[src/scm_pkg.sv]
// constants shared by the system clock manager files
package scm_pkg;
    localparam logic [7:0] ADDR_SRC_CTRL = 8'hf2;
    localparam logic [7:0] ADDR_DIVIDER = 8'h61;
    localparam logic [7:0] ADDR_FAST_TRIM = 8'h66;
    localparam logic [7:0] ADDR_SLOW_TRIM = 8'h67;
    localparam int SRC_FAST_EN_BIT = 0;
    localparam int SRC_SLOW_EN_BIT = 1;
    localparam int SRC_HS_EN_BIT = 2;
    localparam int SRC_LS_EN_BIT = 3;
    localparam int SRC_WDT_SEL_BIT = 4;
    localparam int SRC_SEL_LO = 5;
    localparam int SRC_SEL_HI = 6;
    localparam int SRC_CHANGE_BIT = 7;
    localparam int DIV_CHANGE_BIT = 7;
    localparam int DIV_OUT0_BIT = 5;
    localparam int DIV_OUT1_BIT = 6;
    localparam logic [6:0] SRC_CTRL_RESET = 7'h13;
    localparam logic [3:0] DIV_SEL_RESET = 4'h3;
    localparam logic [3:0] DIV_SEL_MAX = 4'h8;
    localparam logic [7:0] DIV_OPEN_VALUE = 8'h80;
    localparam logic [2:0] SRC_WINDOW_CYCLES = 3'h6;
    localparam logic [2:0] DIV_WINDOW_CYCLES = 3'h4;
    localparam int FLASH_IF_DIV = 32;
    localparam int WDT_FAST_DIV = 16;
    localparam int NUM_SOURCES = 4;
    typedef enum logic [1:0] {
        SCM_SEL_FAST_RC,
        SCM_SEL_HS_XTAL,
        SCM_SEL_SLOW_RC,
        SCM_SEL_LS_XTAL
    } scm_sel_t;
endpackage

[src/scm_tick_if.sv]
// carrier between the register block and the prescaler
interface scm_tick_if;
    logic src_tick;
    logic [3:0] div_sel;
    logic sys_tick;
    modport ctrl (output src_tick, output div_sel, input sys_tick);
    modport presc (input src_tick, input div_sel, output sys_tick);
endinterface

[src/scm_clock_manager.sv]
// system clock manager: source control, prescaler, derived clock enables
// Functional notes
// - core clock stops while sleep is asserted
// - peripheral clock drives timers, serial, interrupts
// - flash interface tick is fast RC over 32
// - async timer clocked from low-speed crystal input
// - watchdog clock slow RC or fast RC/16
// - watchdog defaults to slow RC after reset
// - bits 0..3 enable the four sources
// - reset runs fast RC divided by eight
// - bits 6:5 select main source immediately
// - source control writes only in 6-cycle window
// - prescaler output clocks core and peripherals
// - divider change glitch-free, at period end
// - divider writes only in 4-cycle window
// - factory trims load after reset
// - user trim writes keep factory copy; reload restores
// - divider codes 0..8 divide by powers of two
// - bit 4 selects watchdog clock source
module scm_clock_manager (
    input wire logic mclk,
    input wire logic rstn,
    input wire logic [7:0] io_addr,
    input wire logic [7:0] io_wdata,
    input wire logic io_we,
    input wire logic io_re,
    output logic [7:0] io_rdata,
    input wire logic fast_rc_osc,
    input wire logic slow_rc_osc,
    input wire logic hs_xtal,
    input wire logic ls_xtal,
    input wire logic sleep_req,
    input wire logic peri_halt,
    input wire logic [7:0] cfg_fast_trim,
    input wire logic [7:0] cfg_slow_trim,
    input wire logic cfg_reload,
    output logic core_clk_en,
    output logic peri_clk_en,
    output logic flash_if_clock,
    output logic async_timer_tick,
    output logic watchdog_clock,
    output logic [3:0] osc_enable,
    output logic [1:0] sys_clk_out_en,
    output logic [7:0] fast_osc_trim,
    output logic [7:0] slow_osc_trim
);
    logic [6:0] src_ctrl;
    logic [6:0] next_src_ctrl;
    logic [2:0] src_win;
    logic [2:0] next_src_win;
    logic [3:0] divider_select;
    logic [3:0] next_divider_select;
    logic [1:0] clk_out_sel;
    logic [1:0] next_clk_out_sel;
    logic [2:0] div_win;
    logic [2:0] next_div_win;
    logic [7:0] next_fast_osc_trim;
    logic [7:0] next_slow_osc_trim;
    logic trims_loaded;
    logic next_trims_loaded;
    logic [7:0] next_io_rdata;
    logic [4:0] flash_cnt;
    logic [4:0] next_flash_cnt;
    logic [3:0] wdt_cnt;
    logic [3:0] next_wdt_cnt;
    logic flash_tick;
    logic next_flash_tick;
    logic wdt_tick;
    logic next_wdt_tick;
    logic async_tick;
    logic next_async_tick;
    logic [3:0] osc_rise;
    logic [3:0] src_live;
    logic sel_tick;
    scm_pkg::scm_sel_t main_sel;

    scm_tick_if tk ();

    function automatic logic hit(input logic [7:0] a, input logic [7:0] b);
        return a == b;
    endfunction

    scm_edge_sync #(
        .WIDTH(scm_pkg::NUM_SOURCES)
    ) u_sync (
        .mclk(mclk),
        .rstn(rstn),
        .pin({ls_xtal, hs_xtal, slow_rc_osc, fast_rc_osc}),
        .rise(osc_rise)
    );

    scm_prescaler #(
        .CNT_W(8)
    ) u_presc (
        .mclk(mclk),
        .rstn(rstn),
        .tk(tk.presc)
    );

    // a disabled source contributes no edges
    assign src_live = osc_rise & src_ctrl[3:0];
    assign main_sel = scm_pkg::scm_sel_t'(src_ctrl[scm_pkg::SRC_SEL_HI:scm_pkg::SRC_SEL_LO]);

    // no stability check: an unstarted crystal simply yields no ticks
    always_comb begin
        case (main_sel)
            scm_pkg::SCM_SEL_FAST_RC: sel_tick = src_live[scm_pkg::SRC_FAST_EN_BIT];
            scm_pkg::SCM_SEL_HS_XTAL: sel_tick = src_live[scm_pkg::SRC_HS_EN_BIT];
            scm_pkg::SCM_SEL_SLOW_RC: sel_tick = src_live[scm_pkg::SRC_SLOW_EN_BIT];
            scm_pkg::SCM_SEL_LS_XTAL: sel_tick = src_live[scm_pkg::SRC_LS_EN_BIT];
            default: sel_tick = 1'b0;
        endcase
    end

    assign tk.src_tick = sel_tick;
    assign tk.div_sel = divider_select;

    // one prescaled tick feeds both core and peripherals
    assign core_clk_en = tk.sys_tick & ~sleep_req;
    assign peri_clk_en = tk.sys_tick & ~peri_halt;
    assign flash_if_clock = flash_tick;
    assign async_timer_tick = async_tick;
    assign watchdog_clock = wdt_tick;
    assign osc_enable = src_ctrl[3:0];
    assign sys_clk_out_en = clk_out_sel;

    // register writes and timed-access windows
    always_comb begin
        next_src_ctrl = src_ctrl;
        next_src_win = (src_win != 3'h0) ? src_win - 3'h1 : 3'h0;
        next_divider_select = divider_select;
        next_clk_out_sel = clk_out_sel;
        next_div_win = (div_win != 3'h0) ? div_win - 3'h1 : 3'h0;
        next_fast_osc_trim = fast_osc_trim;
        next_slow_osc_trim = slow_osc_trim;
        next_trims_loaded = 1'b1;
        if (io_we && hit(io_addr, scm_pkg::ADDR_SRC_CTRL)) begin
            if (src_win != 3'h0) begin
                next_src_ctrl = io_wdata[6:0];
                next_src_win = 3'h0;
            end else if (io_wdata[scm_pkg::SRC_CHANGE_BIT]) begin
                next_src_win = scm_pkg::SRC_WINDOW_CYCLES;
            end
        end
        if (io_we && hit(io_addr, scm_pkg::ADDR_DIVIDER)) begin
            if (io_wdata == scm_pkg::DIV_OPEN_VALUE) begin
                next_div_win = scm_pkg::DIV_WINDOW_CYCLES;
            end else if (div_win != 3'h0 && !io_wdata[scm_pkg::DIV_CHANGE_BIT]) begin
                next_div_win = 3'h0;
                next_clk_out_sel = io_wdata[scm_pkg::DIV_OUT1_BIT:scm_pkg::DIV_OUT0_BIT];
                // reserved codes leave the running divider untouched
                if (io_wdata[3:0] <= scm_pkg::DIV_SEL_MAX) begin
                    next_divider_select = io_wdata[3:0];
                end
            end
        end
        if (io_we && hit(io_addr, scm_pkg::ADDR_FAST_TRIM)) begin
            next_fast_osc_trim = io_wdata;
        end
        if (io_we && hit(io_addr, scm_pkg::ADDR_SLOW_TRIM)) begin
            next_slow_osc_trim = io_wdata;
        end
        // factory values are only copied, never overwritten here
        if (!trims_loaded || cfg_reload) begin
            next_fast_osc_trim = cfg_fast_trim;
            next_slow_osc_trim = cfg_slow_trim;
        end
    end

    always_ff @(posedge mclk or negedge rstn) begin
        if (!rstn) begin
            src_ctrl <= scm_pkg::SRC_CTRL_RESET;
            src_win <= 3'h0;
            divider_select <= scm_pkg::DIV_SEL_RESET;
            clk_out_sel <= 2'h0;
            div_win <= 3'h0;
            fast_osc_trim <= 8'h00;
            slow_osc_trim <= 8'h00;
            trims_loaded <= 1'b0;
        end else begin
            src_ctrl <= next_src_ctrl;
            src_win <= next_src_win;
            divider_select <= next_divider_select;
            clk_out_sel <= next_clk_out_sel;
            div_win <= next_div_win;
            fast_osc_trim <= next_fast_osc_trim;
            slow_osc_trim <= next_slow_osc_trim;
            trims_loaded <= next_trims_loaded;
        end
    end

    // read data, registered one cycle after the strobe
    always_comb begin
        next_io_rdata = io_rdata;
        if (io_re) begin
            case (io_addr)
                scm_pkg::ADDR_SRC_CTRL: next_io_rdata = {src_win != 3'h0, src_ctrl};
                scm_pkg::ADDR_DIVIDER: next_io_rdata = {div_win != 3'h0, clk_out_sel, 1'b0,
                                                        divider_select};
                scm_pkg::ADDR_FAST_TRIM: next_io_rdata = fast_osc_trim;
                scm_pkg::ADDR_SLOW_TRIM: next_io_rdata = slow_osc_trim;
                default: next_io_rdata = 8'h00;
            endcase
        end
    end

    always_ff @(posedge mclk or negedge rstn) begin
        if (!rstn) begin
            io_rdata <= 8'h00;
        end else begin
            io_rdata <= next_io_rdata;
        end
    end

    // derived clocks from fixed dividers; they ignore the prescaler so
    // flash timing and watchdog keep their rate across divider changes
    always_comb begin
        next_flash_cnt = flash_cnt;
        next_flash_tick = 1'b0;
        next_wdt_cnt = wdt_cnt;
        next_wdt_tick = 1'b0;
        if (src_live[scm_pkg::SRC_FAST_EN_BIT]) begin
            next_flash_cnt = flash_cnt + 5'h1;
            next_flash_tick = (flash_cnt == 5'(scm_pkg::FLASH_IF_DIV - 1));
            next_wdt_cnt = wdt_cnt + 4'h1;
        end
        if (src_ctrl[scm_pkg::SRC_WDT_SEL_BIT]) begin
            next_wdt_tick = src_live[scm_pkg::SRC_SLOW_EN_BIT];
        end else begin
            next_wdt_tick = src_live[scm_pkg::SRC_FAST_EN_BIT]
                            && (wdt_cnt == 4'(scm_pkg::WDT_FAST_DIV - 1));
        end
        // async timer follows the crystal even while the core sleeps
        next_async_tick = src_live[scm_pkg::SRC_LS_EN_BIT];
    end

    always_ff @(posedge mclk or negedge rstn) begin
        if (!rstn) begin
            flash_cnt <= 5'h00;
            flash_tick <= 1'b0;
            wdt_cnt <= 4'h0;
            wdt_tick <= 1'b0;
            async_tick <= 1'b0;
        end else begin
            flash_cnt <= next_flash_cnt;
            flash_tick <= next_flash_tick;
            wdt_cnt <= next_wdt_cnt;
            wdt_tick <= next_wdt_tick;
            async_tick <= next_async_tick;
        end
    end
endmodule

[src/scm_edge_sync.sv]
// two-stage synchronisers and rising-edge pulses for oscillator pins
module scm_edge_sync #(
    parameter int WIDTH = 4
) (
    input wire logic mclk,
    input wire logic rstn,
    input wire logic [WIDTH-1:0] pin,
    output logic [WIDTH-1:0] rise
);
    logic [WIDTH-1:0] meta;
    logic [WIDTH-1:0] sync;
    logic [WIDTH-1:0] prev;

    // refused at elaboration, before any logic is built
    if (WIDTH < 1) begin : g_bad_width
        $error("scm_edge_sync: WIDTH must be positive");
    end

    // edge detector reads only the second stage
    for (genvar i = 0; i < WIDTH; i++) begin : g_ch
        always_ff @(posedge mclk or negedge rstn) begin
            if (!rstn) begin
                meta[i] <= 1'b0;
                sync[i] <= 1'b0;
                prev[i] <= 1'b0;
            end else begin
                meta[i] <= pin[i];
                sync[i] <= meta[i];
                prev[i] <= sync[i];
            end
        end
        assign rise[i] = sync[i] & ~prev[i];
    end
endmodule

[src/scm_prescaler.sv]
// power-of-two prescaler on source ticks, changes only at period end
module scm_prescaler #(
    parameter int CNT_W = 8
) (
    input wire logic mclk,
    input wire logic rstn,
    scm_tick_if.presc tk
);
    logic [CNT_W-1:0] cnt;
    logic [CNT_W-1:0] next_cnt;
    logic [3:0] cur_sel;
    logic [3:0] next_cur_sel;
    logic tick;
    logic next_tick;
    logic [CNT_W-1:0] last;

    // refused at elaboration, before any logic is built
    if (CNT_W < 8) begin : g_bad_width
        $error("scm_prescaler: CNT_W must hold divide by 256");
    end

    assign last = CNT_W'((9'h1 << cur_sel) - 9'h1);
    assign tk.sys_tick = tick;

    // the new divider is taken only when the running period ends, so no
    // short period can appear between old and new rates
    always_comb begin
        next_cnt = cnt;
        next_cur_sel = cur_sel;
        next_tick = 1'b0;
        if (tk.src_tick) begin
            if (cnt >= last) begin
                next_cnt = '0;
                next_tick = 1'b1;
                next_cur_sel = tk.div_sel;
            end else begin
                next_cnt = cnt + CNT_W'(1);
            end
        end
    end

    always_ff @(posedge mclk or negedge rstn) begin
        if (!rstn) begin
            cnt <= '0;
            cur_sel <= scm_pkg::DIV_SEL_RESET;
            tick <= 1'b0;
        end else begin
            cnt <= next_cnt;
            cur_sel <= next_cur_sel;
            tick <= next_tick;
        end
    end
endmodule

[config.mk]
export PLATFORM = sky130hd
export DESIGN_NAME = scm_clock_manager
export DESIGN_NICKNAME = d
export VERILOG_FILES = /design/src/scm_pkg.sv /design/src/scm_tick_if.sv /design/src/scm_clock_manager.sv /design/src/scm_edge_sync.sv /design/src/scm_prescaler.sv
export SDC_FILE = /design/constraint.sdc
export NUM_CORES = 1
export LEC_CHECK = 0
export BUFFER_PORTS_ARGS = -buffer_cell sky130_fd_sc_hd__buf_2
export CAP_MARGIN = 20
export CORE_MARGIN = 8
export CORE_UTILIZATION = 35
export CTS_CLUSTER_SIZE = 25
export DETAILED_ROUTE_END_ITERATION = 6
export REMOVE_ABC_BUFFERS = 1
export SYNTH_ARGS = -nofsm -noshare
export SYNTH_HDL_FRONTEND = slang
export SYNTH_SLANG_ARGS = --single-unit
[constraint.sdc]
create_clock -name mclk -period 8.5 [get_ports mclk]
set_input_delay 0.425 -clock mclk [delete_from_list [all_inputs] [get_ports mclk]]
set_output_delay 0.425 -clock mclk [all_outputs]
set_load 0.02 [all_outputs]
# Word-level counts from Yosys, hierarchy flattened
# Cells that the tools add are included.
[word_totals]
in_bits = 43
output_inout_bits = 35
reg_bits = 81
wordCells = 99
[op_classes]
order_cmp = 2
add_sub_neg = 6
n_reduce_logical = 18
shifts = 1
n_eq_ne = 10
muxes = 19
bitwise = 14
[ops]
columns = ["operator", "n"]
rows = [
  ["$mux 8", 5],
  ["$pmux 8 s4", 1],
  ["$eq 8x7->1 const B", 3],
  ["$mux 3", 8],
  ["$eq 8x8->1 const B", 2],
  ["$add 8x1->8 const B", 1],
  ["$ge 8x8->1", 1],
  ["$shl 1x4->8 const A", 1],
  ["$sub 8x1->8 const B", 1],
  ["$not 1->1", 7],
  ["$and 1x1->1", 6],
  ["$logic_and 1x1->1", 6],
  ["$reduce_bool 3->1", 2],
  ["$sub 3x1->3 const B", 2],
  ["$add 5x1->5 const B", 1],
  ["$eq 5x5->1 const B", 1],
  ["$add 4x1->4 const B", 1],
  ["$and 4x4->4", 1],
  ["$eq 2x2->1 const B", 2],
  ["$eq 4x4->1 const B", 1],
  ["$le 4x4->1 const B", 1],
  ["$mux 1", 4],
  ["$pmux 1 s4", 1],
  ["$reduce_and 2->1", 2],
  ["other kinds (7)", 9],
]

# Longest topological paths before layout
# Gate-level depths: netlist of the first run.
[logic_depth]
depth_word = 5
depth_mapped = 14
mapped_depth_nobuf = 12

# By module
# Synthesis of the first run repeated with hierarchy kept, for this count alone.
[unflattened]
cells_unflattened = 359
hier_area_um2 = 4030.1
[modules_own_cells]
columns = ["mod", "n_inst", "seq_area_each_um2", "cells_each", "area_per_inst_um2"]
rows = [
  ["scm_clock_manager", 1, 1407.6, 260, 2795.2],
  ["scm_prescaler", 1, 327.8, 83, 879.6],
  ["scm_edge_sync", 1, 300.3, 16, 355.3],
]

# Worst setup path before layout of the first run
# No wires, ideal clock.
[synth_path]
path_kind = "reg-to-reg"
from = "register u_presc.cur_sel[3]"
to = "register u_presc.cur_sel[2]"
arrival_ps = 3094
synth_period_minus_slack_ps = 3219
path_buffers = 2
setup_time_ps = 125
required_ps = 8375
setup_slack_ps = 5281
stages_incl_launch_ff = 14
cell_sequence = "dfrtp_1 > clkbuf_1 > or4_1 > ha_1 > nor3_1 > a21o_1 > a32oi_1 > ha_1 > a41oi_1 > a21oi_1 > o2bb2ai_1 > nor2b_1 > clkbuf_1 > mux2_2"
[synth_between]
elab_chain_len = 4
[synth_rtl]
columns = ["item", "line", "source"]
rows = [
  ["from (decl)", "scm_prescaler.sv:11", "logic [3:0] cur_sel;"],
  ["from (signal assigned)", "scm_prescaler.sv:45", "cur_sel <= scm_pkg::DIV_SEL_RESET;"],
  ["from (signal assigned)", "scm_prescaler.sv:49", "cur_sel <= next_cur_sel;"],
  ["$shl 1x4->8", "scm_prescaler.sv:22", "assign last = CNT_W'((9'h1 << cur_sel) - 9'h1);"],
  ["$sub 8x1->8", "scm_prescaler.sv:22", ""],
  ["$ge 8x8->1", "scm_prescaler.sv:32", "if (cnt >= last) begin"],
  ["$reduce_and 2->1 (no line)", "-", ""],
]
# Every way passes these cells.
# A chain may end at the register's enable or synchronous reset.

# Worst setup path after layout of the first run
[layout_path]
from = "register u_presc.cur_sel[2]"
to = "register u_presc.cur_sel[2]"
# The elaborated chain is that of the path after synthesis.

==> run summary, run 1 <==
GR Util met3 -> 3.19%
Buffers on Ports -> 77
worst setup margin -> 4750 ps
Crit Path Category -> register to register
DIE HEIGHT -> 122 um
nets -> 495
Leak -> 0.00230 uW
Syn Area/Cell -> 10.8 um2
Max rail drop VDD -> 0.000143 V
gr ovfl total -> 0
#FFs+latches synth -> 81
CTS H-Tree Depth -> 3
P&R area growth vs syn -> 21.3%
Syn. warnings -> 0
max cap viols -> 0
hold-fix buffers at CTS -> 1
global-route wire length before repair -> 16500 um
post-synthesis cell count -> 366
critical path endpoint -> u_presc.cur_sel[2]
Post-synth EDFFs -> 0
Slew Limit Fails -> 0
post-cts repair resize count -> 0
number of setup buffers added after CTS -> 0
dpl ws -> 4810 ps
GRT Total Usage -> 13.9%
Post-Route WL -> 9930 um
startpoint types -> register
Distinct cells, synth -> 59
core footprint -> 10900 um2
R2R cell count -> 10
commonest non-fill, non-tap cell in the layout -> buf_2
Placement Rows -> 38
Clock Sinks -> 81
Root Driver -> clkbuf_16
Detailed Route Iter0 Violations -> 129
drt first pass iters -> 5
Hold Path Class -> primary input to register
Top Usage Layer GRT -> met2
Max-Slew Margin vs Limit -> 47.5%
DRC Markers -> 0
Worst-Margin Slew -> 787 ps
worst-path maximum fanout -> 10
Fin. Hold Viols -> 0
Ports -> 78
Async S/R FF share, synth -> 100%
antenna viol nets, final -> 0
Placed Instances -> 567
FF-to-FF End -> u_presc.cur_sel[2]
final setup TNS -> 0 ps
area of the die -> 14900 um2
worst reg2reg setup slack -> 4750 ps
DR vias -> 3069
final setup fails -> 0
CTS tree -> done
fmax -> 267 MHz
fin crit period -> 3750 ps
skew final -> 6.73 ps
placed cell area -> 4430 um2
number of global-route vias before repair -> 3172
Die Width -> 122 um
Final Instance Area -> 4790 um2
Worst-path clk slew -> 60 ps
Top FF cell, synth -> dfrtp_1
crit share post-route -> 44.1%
Seq/Total Area, Yosys -> 51.6%
Post-Syn Area -> 3950 um2
antenna violations before repair -> 0
RSZ-0062 raised after global routing -> false
Max Root-Sink Buffers -> 2
vias per inst -> 5.26
status -> complete, no violations
required time of the worst setup path -> 8710 ps
met2 GRT Util -> 22.8%
M1 GR Usage -> 17.7%
Initial Utilization -> 36.1%
Pwr Total -> 912 uW
HPWL Detailed -> 7330 um
crit end category -> register
PD cells -> 191 nW/um2
largest net degree at the start of global routing -> 62
commonest cells after routing, fill and taps aside -> buf_2 (76), dfrtp_1 (74), nand2_1 (40)
Critical Path Source -> u_presc.cur_sel[2]
share of cells above drive strength 1 -> 27.7%
global placement routability congestion -> 0.768
Worst R2R Start -> u_presc.cur_sel[2]
non-filler cells, final -> 584
diode count -> 0
drt wl/cell -> 17.0 um
worst skew pair latency -> 330 ps
CTS buffer count -> 9
crit path DAT -> 3960 ps
area by class of cell:
cell class | count | area, um2
Fill cell | 1080 | 6150
Tap cell | 140 | 175
Inverter | 12 | 45.0
Multi-Input combinational cell | 252 | 1750
Clock inverter | 6 | 115
Timing Repair Buffer | 83 | 435
Clock buffer | 10 | 229
Sequential cell | 81 | 2040
critical path, stage by stage (launching register included):
cell	delay, ps
dfrtp_1	450
or4_1	570
ha_1	270
nor3_1	180
a21o_1	110
a32oi_1	120
ha_1	320
o21ai_0	80
o2bb2ai_1	650
nor2b_1	500
mux2_2	390
metal layers:
layer,vias up,part of all wire (%)
li1,1485,-
met1,1489,46
met2,82,47
met3,13,5.3
met4,0,1.5
met5,-,0
synthesized netlist by cell type (all sizes together) (2+ instances only):
| master | number | area share [%] |
|---|---|---|
| mux2i | 18 | 4.6 |
| mux2 | 13 | 3.7 |
| nor3b | 4 | 1.0 |
| o21bai | 3 | 0.57 |
| a221oi | 6 | 1.3 |
| nor3 | 8 | 1.0 |
| o22ai | 8 | 1.3 |
| a22o | 3 | 0.67 |
| a22oi | 7 | 1.3 |
| a21oi | 9 | 1.1 |
| ha | 13 | 4.1 |
| dfstp | 7 | 4.7 |
| and3 | 3 | 0.48 |
| nand2 | 40 | 3.8 |
| o31ai | 4 | 0.76 |
| and3b | 4 | 0.92 |
| inv | 12 | 1.1 |
| or3 | 2 | 0.32 |
| nor4 | 2 | 0.32 |
| nor2b | 6 | 0.95 |
| nand4b | 3 | 1.0 |
| o32a | 3 | 0.76 |
| o21a | 4 | 0.76 |
| a2bb2oi | 2 | 0.44 |
| nand2b | 2 | 0.32 |
| xnor2 | 7 | 1.6 |
| clkbuf | 12 | 1.1 |
| buf | 9 | 1.7 |
| nand3 | 6 | 0.76 |
| nand3b | 3 | 0.57 |
| o21ai | 26 | 3.3 |
| nand4 | 5 | 0.79 |
| dfrtp | 74 | 47 |
| nor2 | 20 | 2.0 |
how the worst min path moves through the flow:
stage / start / to / slack, ps / depth (start not counted)
3_3_place_gp: rstn / u_presc.cnt[7] / 330 / 1
2_1_floorplan: rstn / async_timer_tick / 130 / 0
3_5_place_dp: rstn / src_win[1] / 330 / 1
5_1_grt: ls_xtal / u_sync.meta[3] / 180 / 1
6_report: slow_rc_osc / u_sync.meta[1] / 190 / 1
4_1_cts: ls_xtal / u_sync.meta[3] / 180 / 1
stage by stage:
| stage | util (%) | hold slack (ps) |
|---|---|---|
| after global routing | 43.8 | 179 |
| final | 43.8 | 195 |
| after detailed placement | 40.5 | 329 |
| after floorplan | - | 129 |
| after CTS | 43.8 | 182 |
| after global placement | 40.5 | 332 |
registers in the layout (all words and copies together), names as in the netlist, 4 cells and up:
name and cells:
divider_select 4, io_rdata 8, u_sync.sync 4, src_ctrl 7
u_sync.meta 4, wdt_cnt 4, u_presc.cnt 8, flash_cnt 5
slow_osc_trim 8, u_presc.cur_sel 4, u_sync.prev 4, fast_osc_trim 8
where the power goes:
part           leakage [uW]  internal [uW]  switching (uW)  total [uW]
Combinational       0.00109           23.7            41.4        65.1
Sequential          0.00104            397            9.01         406
Clock              0.000163            288             153         441
Total               0.00230            709             203         912
cells by family after synthesis:
| group | Yosys count | share of synthesized area [%] |
|---|---|---|
| AND/OR/NAND/NOR | 115 | 15.8 |
| AO/OA/AOI/OAI | 85 | 14.6 |
| flip-flops | 81 | 51.6 |
| buffers and inverters | 33 | 3.99 |
| multiplexers | 31 | 8.28 |
| adder cells (fa/ha/maj) | 13 | 4.12 |
| XOR/XNOR | 7 | 1.55 |
| other | 1 | 0.0950 |
(Power assumes the default switching activity.)
==> inputs of run 2 (changes only) <==
Clock period 8.5 ns to 3.4 ns, I/O delays scaled along.
==> run 2 against run 1 <==
Combinational power grew to 2.6 times the previous value; core utilization up 0.30 points; worst hold slack got worse by 150 ps; via count grew 1.9%; sequential share of layout area is 0.24 points lower; clock skew grew 5.4 ps; non-clock buffer count grew 5; worst setup slack got worse by 4600 ps; clock power up 120%; critical path type unchanged; largest cell class unchanged; largest power group is now registers; highest routed layer unchanged.
==> run summary, run 2 (synthesis results as in run 1) <==
status -> complete, no violations
CTS buffer count -> 9 (unchanged)
worst setup margin -> 196 ps (-4560 ps)
drt wl/cell -> 17.0 um (-0.25%)
max incr delay on CP -> 570 ps (-80 ps)
vias per inst -> 5.31 (+1.1%)
Max Root-Sink Buffers -> 2 (unchanged)
core footprint -> 10900 um2 (unchanged)
area of the die -> 14900 um2 (unchanged)
Buffers on Ports -> 77 (unchanged)
Detailed Route Iter0 Violations -> 182 (+41%)
Ports -> 78 (unchanged)
commonest cells after routing, fill and taps aside -> buf_2 (76), dfrtp_1 (72), nand2_1 (40)
crit end category -> register
worst-path maximum fanout -> 9 (-1)
P&R area growth vs syn -> 22.2%
Root Driver -> clkbuf_16
cell repeated most along the worst path -> ha_1
number of global-route vias before repair -> 3173 (+0.032%)
crit path DAT -> 3440 ps (-520 ps)
Clock Sinks -> 81 (unchanged)
GRT Total Usage -> 13.9% (about the same)
drt first pass iters -> 4 (-1)
Initial Utilization -> 36.1% (unchanged)
CTS H-Tree Depth -> 3 (unchanged)
global-route wire length before repair -> 16400 um (-0.29%)
DRC Markers -> 0 (unchanged)
Leak -> 0.00230 uW (+0.40%)
Placement Rows -> 38 (unchanged)
M1 GR Usage -> 17.9% (+0.21 points)
Crit Path Category -> register to register
met2 GRT Util -> 22.8% (-0.034 points)
logic gate share of total power -> 7.7% (+0.6 points)
DIE HEIGHT -> 122 um (unchanged)
HPWL Detailed -> 7310 um (-0.25%)
startpoint types -> register
utilization after layout -> 44.1% (+0.30 points)
Fin. Hold Viols -> 0 (unchanged)
Max rail drop VDD -> 0.000358 V (+150%)
largest net degree at the start of global routing -> 82 (+32%)
Psw -> 523 uW (+160%)
PD cells -> 448 nW/um2 (+140%)
GR Util met3 -> 3.66% (+0.46 points)
Worst-Margin Slew -> 709 ps (-78.1 ps)
final setup fails -> 0 (unchanged)
Slew Limit Fails -> 0 (unchanged)
Clk network pwr share -> 45.2% (-3.1 points)
worst skew pair latency -> 330 ps (about the same)
dpl ws -> 157 ps (-4650 ps)
Max-Slew Margin vs Limit -> 52.4% (+4.9 points)
switching portion of total power -> 24.2% (+2.0 points)
Reg power frac -> 47.1% (+2.6 points)
fmax -> 312 MHz (+17%)
skew final -> 12.2 ps (+5.42 ps)
Internal -> 1640 uW (+130%)
number of fillers in the final layout -> 1045 (-3.2%)
DR vias -> 3128 (+1.9%)
CP bufs+invs -> 1 (+1)
antenna viol nets, final -> 0 (unchanged)
number of setup buffers added after CTS -> 0 (unchanged)
Crit path max-delay family -> compound AO/OA/AOI/OAI gates
Hold Path Class -> primary input to register
global placement routability congestion -> 0.822 (+7.1%)
worst path cell trace -> or4_1 > ha_1 > a21o_1 > a32oi_1 > ha_1 > a41oi_1 > a21oi_1 > o2bb2ai_1 > buf_4 > or2_2 > o31ai_1
Worst-path clk slew -> 70 ps (about the same)
fin crit period -> 3200 ps (-543 ps)
Pwr Total -> 2160 uW (+140%)
Top Usage Layer GRT -> met2
required time of the worst setup path -> 3640 ps (-5070 ps)
CTS tree -> done
share of cells above drive strength 1 -> 28.3% (+0.58 points)
diode count -> 0 (unchanged)
max cap viols -> 0 (unchanged)
slowest library cell on the worst path -> or4_1
Post-Route WL -> 9990 um (+0.60%)
crit share post-route -> 94.2% (+50 points)
antenna violations before repair -> 0 (unchanged)
Die Width -> 122 um (unchanged)
nets -> 500 (+1.0%)
gr ovfl total -> 0 (unchanged)
commonest non-fill, non-tap cell in the layout -> buf_2
[run 2: final cells by class]
| type | count | area [um2] | share of cell area [%] |
|---|---|---|---|
| sequential | 81 | 2040 | 42.3 |
| tap | 140 | 175 | 3.63 |
| timing repair buffer | 88 | 503 | 10.4 |
| inverter | 12 | 45.0 | 0.934 |
| multi-input combinational | 252 | 1760 | 36.4 |
| clock buffer | 10 | 229 | 4.75 |
| clock inverter | 6 | 75.1 | 1.56 |
[run 2: final timing paths]
kind                               startpoint               end  slack [ps]  cells past startpoint
min in group asynchronous                rstn        src_win[1]         200                      2
min reg2reg                    u_sync.meta[3]    u_sync.sync[3]         350                      0
min                          cfg_fast_trim[4]  fast_osc_trim[4]          40                      3
max reg2reg                u_presc.cur_sel[3]    u_presc.cnt[5]         200                     11
max in group asynchronous                rstn       src_ctrl[1]        2570                      3
max                        u_presc.cur_sel[3]    u_presc.cnt[5]         200                     11
[run 2: power by group through the flow]
| stage | Combinational, uW | Clock (uW) | Sequential [uW] |
|---|---|---|---|
| after floorplan | 46.4 | 0 | 1050 |
| after global placement | 160 | 0 | 1030 |
| after detailed placement | 162 | 0 | 1030 |
| after CTS | 166 | 1000 | 1020 |
| after global routing | 186 | 1040 | 1020 |
| final | 167 | 976 | 1020 |
[run 2: what timing repair did]
action	in CTS	in global routing
endpoints found under the setup margin	0	6
hold endpoints to repair	4	52
resized for setup	0	3
hold buffers	4	1
[run 2: worst register-to-register path, stage by stage (launching register included)]
cell and delay (ps):
dfrtp_2 450, or4_1 570, ha_1 260, a21o_1 190
a32oi_1 220, ha_1 270, a41oi_1 220, a21oi_1 60
o2bb2ai_1 150, buf_4 180, or2_2 320, o31ai_1 220
[run 2: metal layers]
| layer | vias up | share of wire, % |
|---|---|---|
| li1 | 1491 | - |
| met1 | 1544 | 45 |
| met2 | 89 | 49 |
| met3 | 4 | 5.4 |
| met4 | 0 | 0.75 |
| met5 | - | 0 |
[run 2: per-stage QoR]
step                      setup TNS [ps]  instances  hold slack (ps)  instance area (um2)
final                                  0        589             43.4                 4820
after global routing               -5.83        589             50.5                 4820
after CTS                              0        587             33.5                 4780
after detailed placement               0        567              279                 4430
after global placement                 0        567              278                 4430
after floorplan                        0        345             -126                 3830
==> inputs of run 3 (changes only) <==
Settings changed: PLACE_DENSITY set to 0.58.
==> run 3 against run 2 <==
Via count is 1.9% lower; flip-flop and latch count is the same; clock-buffer cell count decreased by 1; largest power group unchanged.
==> run summary, run 3 (synthesis results as in run 1) <==
Ports -> 78 (unchanged)
worst skew pair latency -> 340 ps (about the same)
Hold Path Class -> primary input to register
drt wl/cell -> 16.9 um (-0.22%)
fin crit period -> 3240 ps (+35.2 ps)
diode count -> 0 (unchanged)
CTS H-Tree Depth -> 3 (unchanged)
HPWL Detailed -> 7180 um (-1.8%)
status -> complete, no violations
global-route wire length before repair -> 16800 um (+2.1%)
fmax -> 309 MHz (-1.1%)
number of fillers in the final layout -> 1053 (+0.77%)
Buffers on Ports -> 77 (unchanged)
gr ovfl total -> 0 (unchanged)
Placement Rows -> 38 (unchanged)
core footprint -> 10900 um2 (unchanged)
Fin. Hold Viols -> 0 (unchanged)
DRC Markers -> 0 (unchanged)
required time of the worst setup path -> 3640 ps (about the same)
Max Root-Sink Buffers -> 2 (unchanged)
crit path DAT -> 3480 ps (+40 ps)
DIE HEIGHT -> 122 um (unchanged)
area of the die -> 14900 um2 (unchanged)
P&R area growth vs syn -> 21.7%
CTS tree -> done
GRT Total Usage -> 14.2% (+0.25 points)
vias per inst -> 5.21 (-1.9%)
max cap viols -> 0 (unchanged)
Clock Sinks -> 81 (unchanged)
commonest cells after routing, fill and taps aside -> buf_2 (76), dfrtp_1 (73), nand2_1 (40)
Placed Instances -> 566 (-0.18%)
skew final -> 10.9 ps (-1.20 ps)
crit end category -> register
Post-Route WL -> 9970 um (-0.22%)
nets -> 500 (unchanged)
Worst-Margin Slew -> 707 ps (-2.49 ps)
RSZ-0062 raised after global routing -> false
Die Width -> 122 um (unchanged)
Max-Slew Margin vs Limit -> 52.6% (+0.17 points)
number of global-route vias before repair -> 3337 (+5.2%)
CTS buffer count -> 9 (unchanged)
startpoint types -> register
Worst-path clk slew -> 70 ps (about the same)
largest net degree at the start of global routing -> 82 (unchanged)
antenna viol nets, final -> 0 (unchanged)
PD cells -> 445 nW/um2 (-0.75%)
drt first pass iters -> 4 (unchanged)
final setup TNS -> 0 ps (unchanged)
Max rail drop VDD -> 0.000260 V (-27%)
Crit Path Category -> register to register
Root Driver -> clkbuf_16
Detailed Route Iter0 Violations -> 197 (+8.2%)
commonest non-fill, non-tap cell in the layout -> buf_2
non-filler cells, final -> 589 (unchanged)
global placement routability congestion -> 0.853 (+3.7%)
DR vias -> 3068 (-1.9%)
crit share post-route -> 95.3% (+1.0 points)
final setup fails -> 0 (unchanged)
Leak -> 0.00230 uW (-0.24%)
Slew Limit Fails -> 0 (unchanged)
antenna violations before repair -> 0 (unchanged)
worst-path maximum fanout -> 9 (unchanged)
Initial Utilization -> 36.1% (unchanged)
share of cells above drive strength 1 -> 28.5% (+0.22 points)
[run 3: cell types whose count changed in the layout (fill, tap and decap cells not counted), sizes merged]
cell,change
bufinv,-1
clkbuf,-1
clkinv,-1
inv,+3
[run 3: path summary, 6_finish.rpt]
kind	start	endpoint	slack, ps	cells past startpoint
min in group asynchronous	rstn	src_win[1]	350	2
max	u_presc.cur_sel[3]	u_presc.cnt[3]	160	12
max in group asynchronous	rstn	divider_select[0]	2390	3
min	cfg_fast_trim[6]	fast_osc_trim[6]	40	3
max reg2reg	u_presc.cur_sel[3]	u_presc.cnt[3]	160	12
min reg2reg	u_sync.meta[1]	u_sync.sync[1]	350	0
[run 3: metrics by stage]
| stage | total power (uW) | hold WS [ps] | cell area [um2] | setup slack [ps] | util [%] |
|---|---|---|---|---|---|
| 6_report | 2140 | 38.3 | 4800 | 161 | 43.9 |
| 5_1_grt | 2230 | 45.9 | 4800 | 21.5 | 43.9 |
| 4_1_cts | 2160 | 28.0 | 4760 | 74.0 | 43.5 |
| 3_5_place_dp | 1200 | 279 | 4430 | 89.1 | 40.5 |
| 3_3_place_gp | 1190 | 277 | 4430 | 244 | 40.5 |
| 2_1_floorplan | 1100 | -126 | 3830 | 255 | - |
[run 3: cell type report]
type	instances	area (um2)	share of cell area (%)
sequential	81	2040	42.4
timing repair buffer	88	495	10.3
multi-input combinational	252	1760	36.6
tap	140	175	3.65
clock buffer	9	225	4.69
clock inverter	7	67.6	1.41
inverter	12	45.0	0.938
[run 3: power by group]
group / switching, uW / total (uW) / internal, uW
clock network: 435 / 952 / 517
logic: 104 / 167 / 63.9
registers: 23.7 / 1020 / 992
total: 563 / 2140 / 1570
[run 3: what timing repair did]
| item | CTS | global route |
|---|---|---|
| gates resized for setup | 0 | 3 |
| hold buffers | 4 | 1 |
| buffers inserted | 0 | 0 |
| hold endpoints to repair | 4 | 38 |
| endpoints found under the setup margin | 0 | 6 |
[run 3: routing by layer]
metal	GRT usage, %	up-vias	share of wire (%)
met3	4.35	12	4.4
met1	17.8	1502	46
li1	-	1491	-
met2	23.3	63	48
met5	0	-	0
met4	3.58	0	0.98
[run 3: worst max-delay path, cell delays in order (launching register included)]
cell and delay [ps]:
dfrtp_2 460, or4_1 590, ha_2 230, nor3_1 150
a21o_1 110, a32oi_1 100, ha_1 310, a41oi_1 230
a21oi_1 60, o2bb2ai_1 150, buf_4 180, or2_2 320
o31ai_1 250
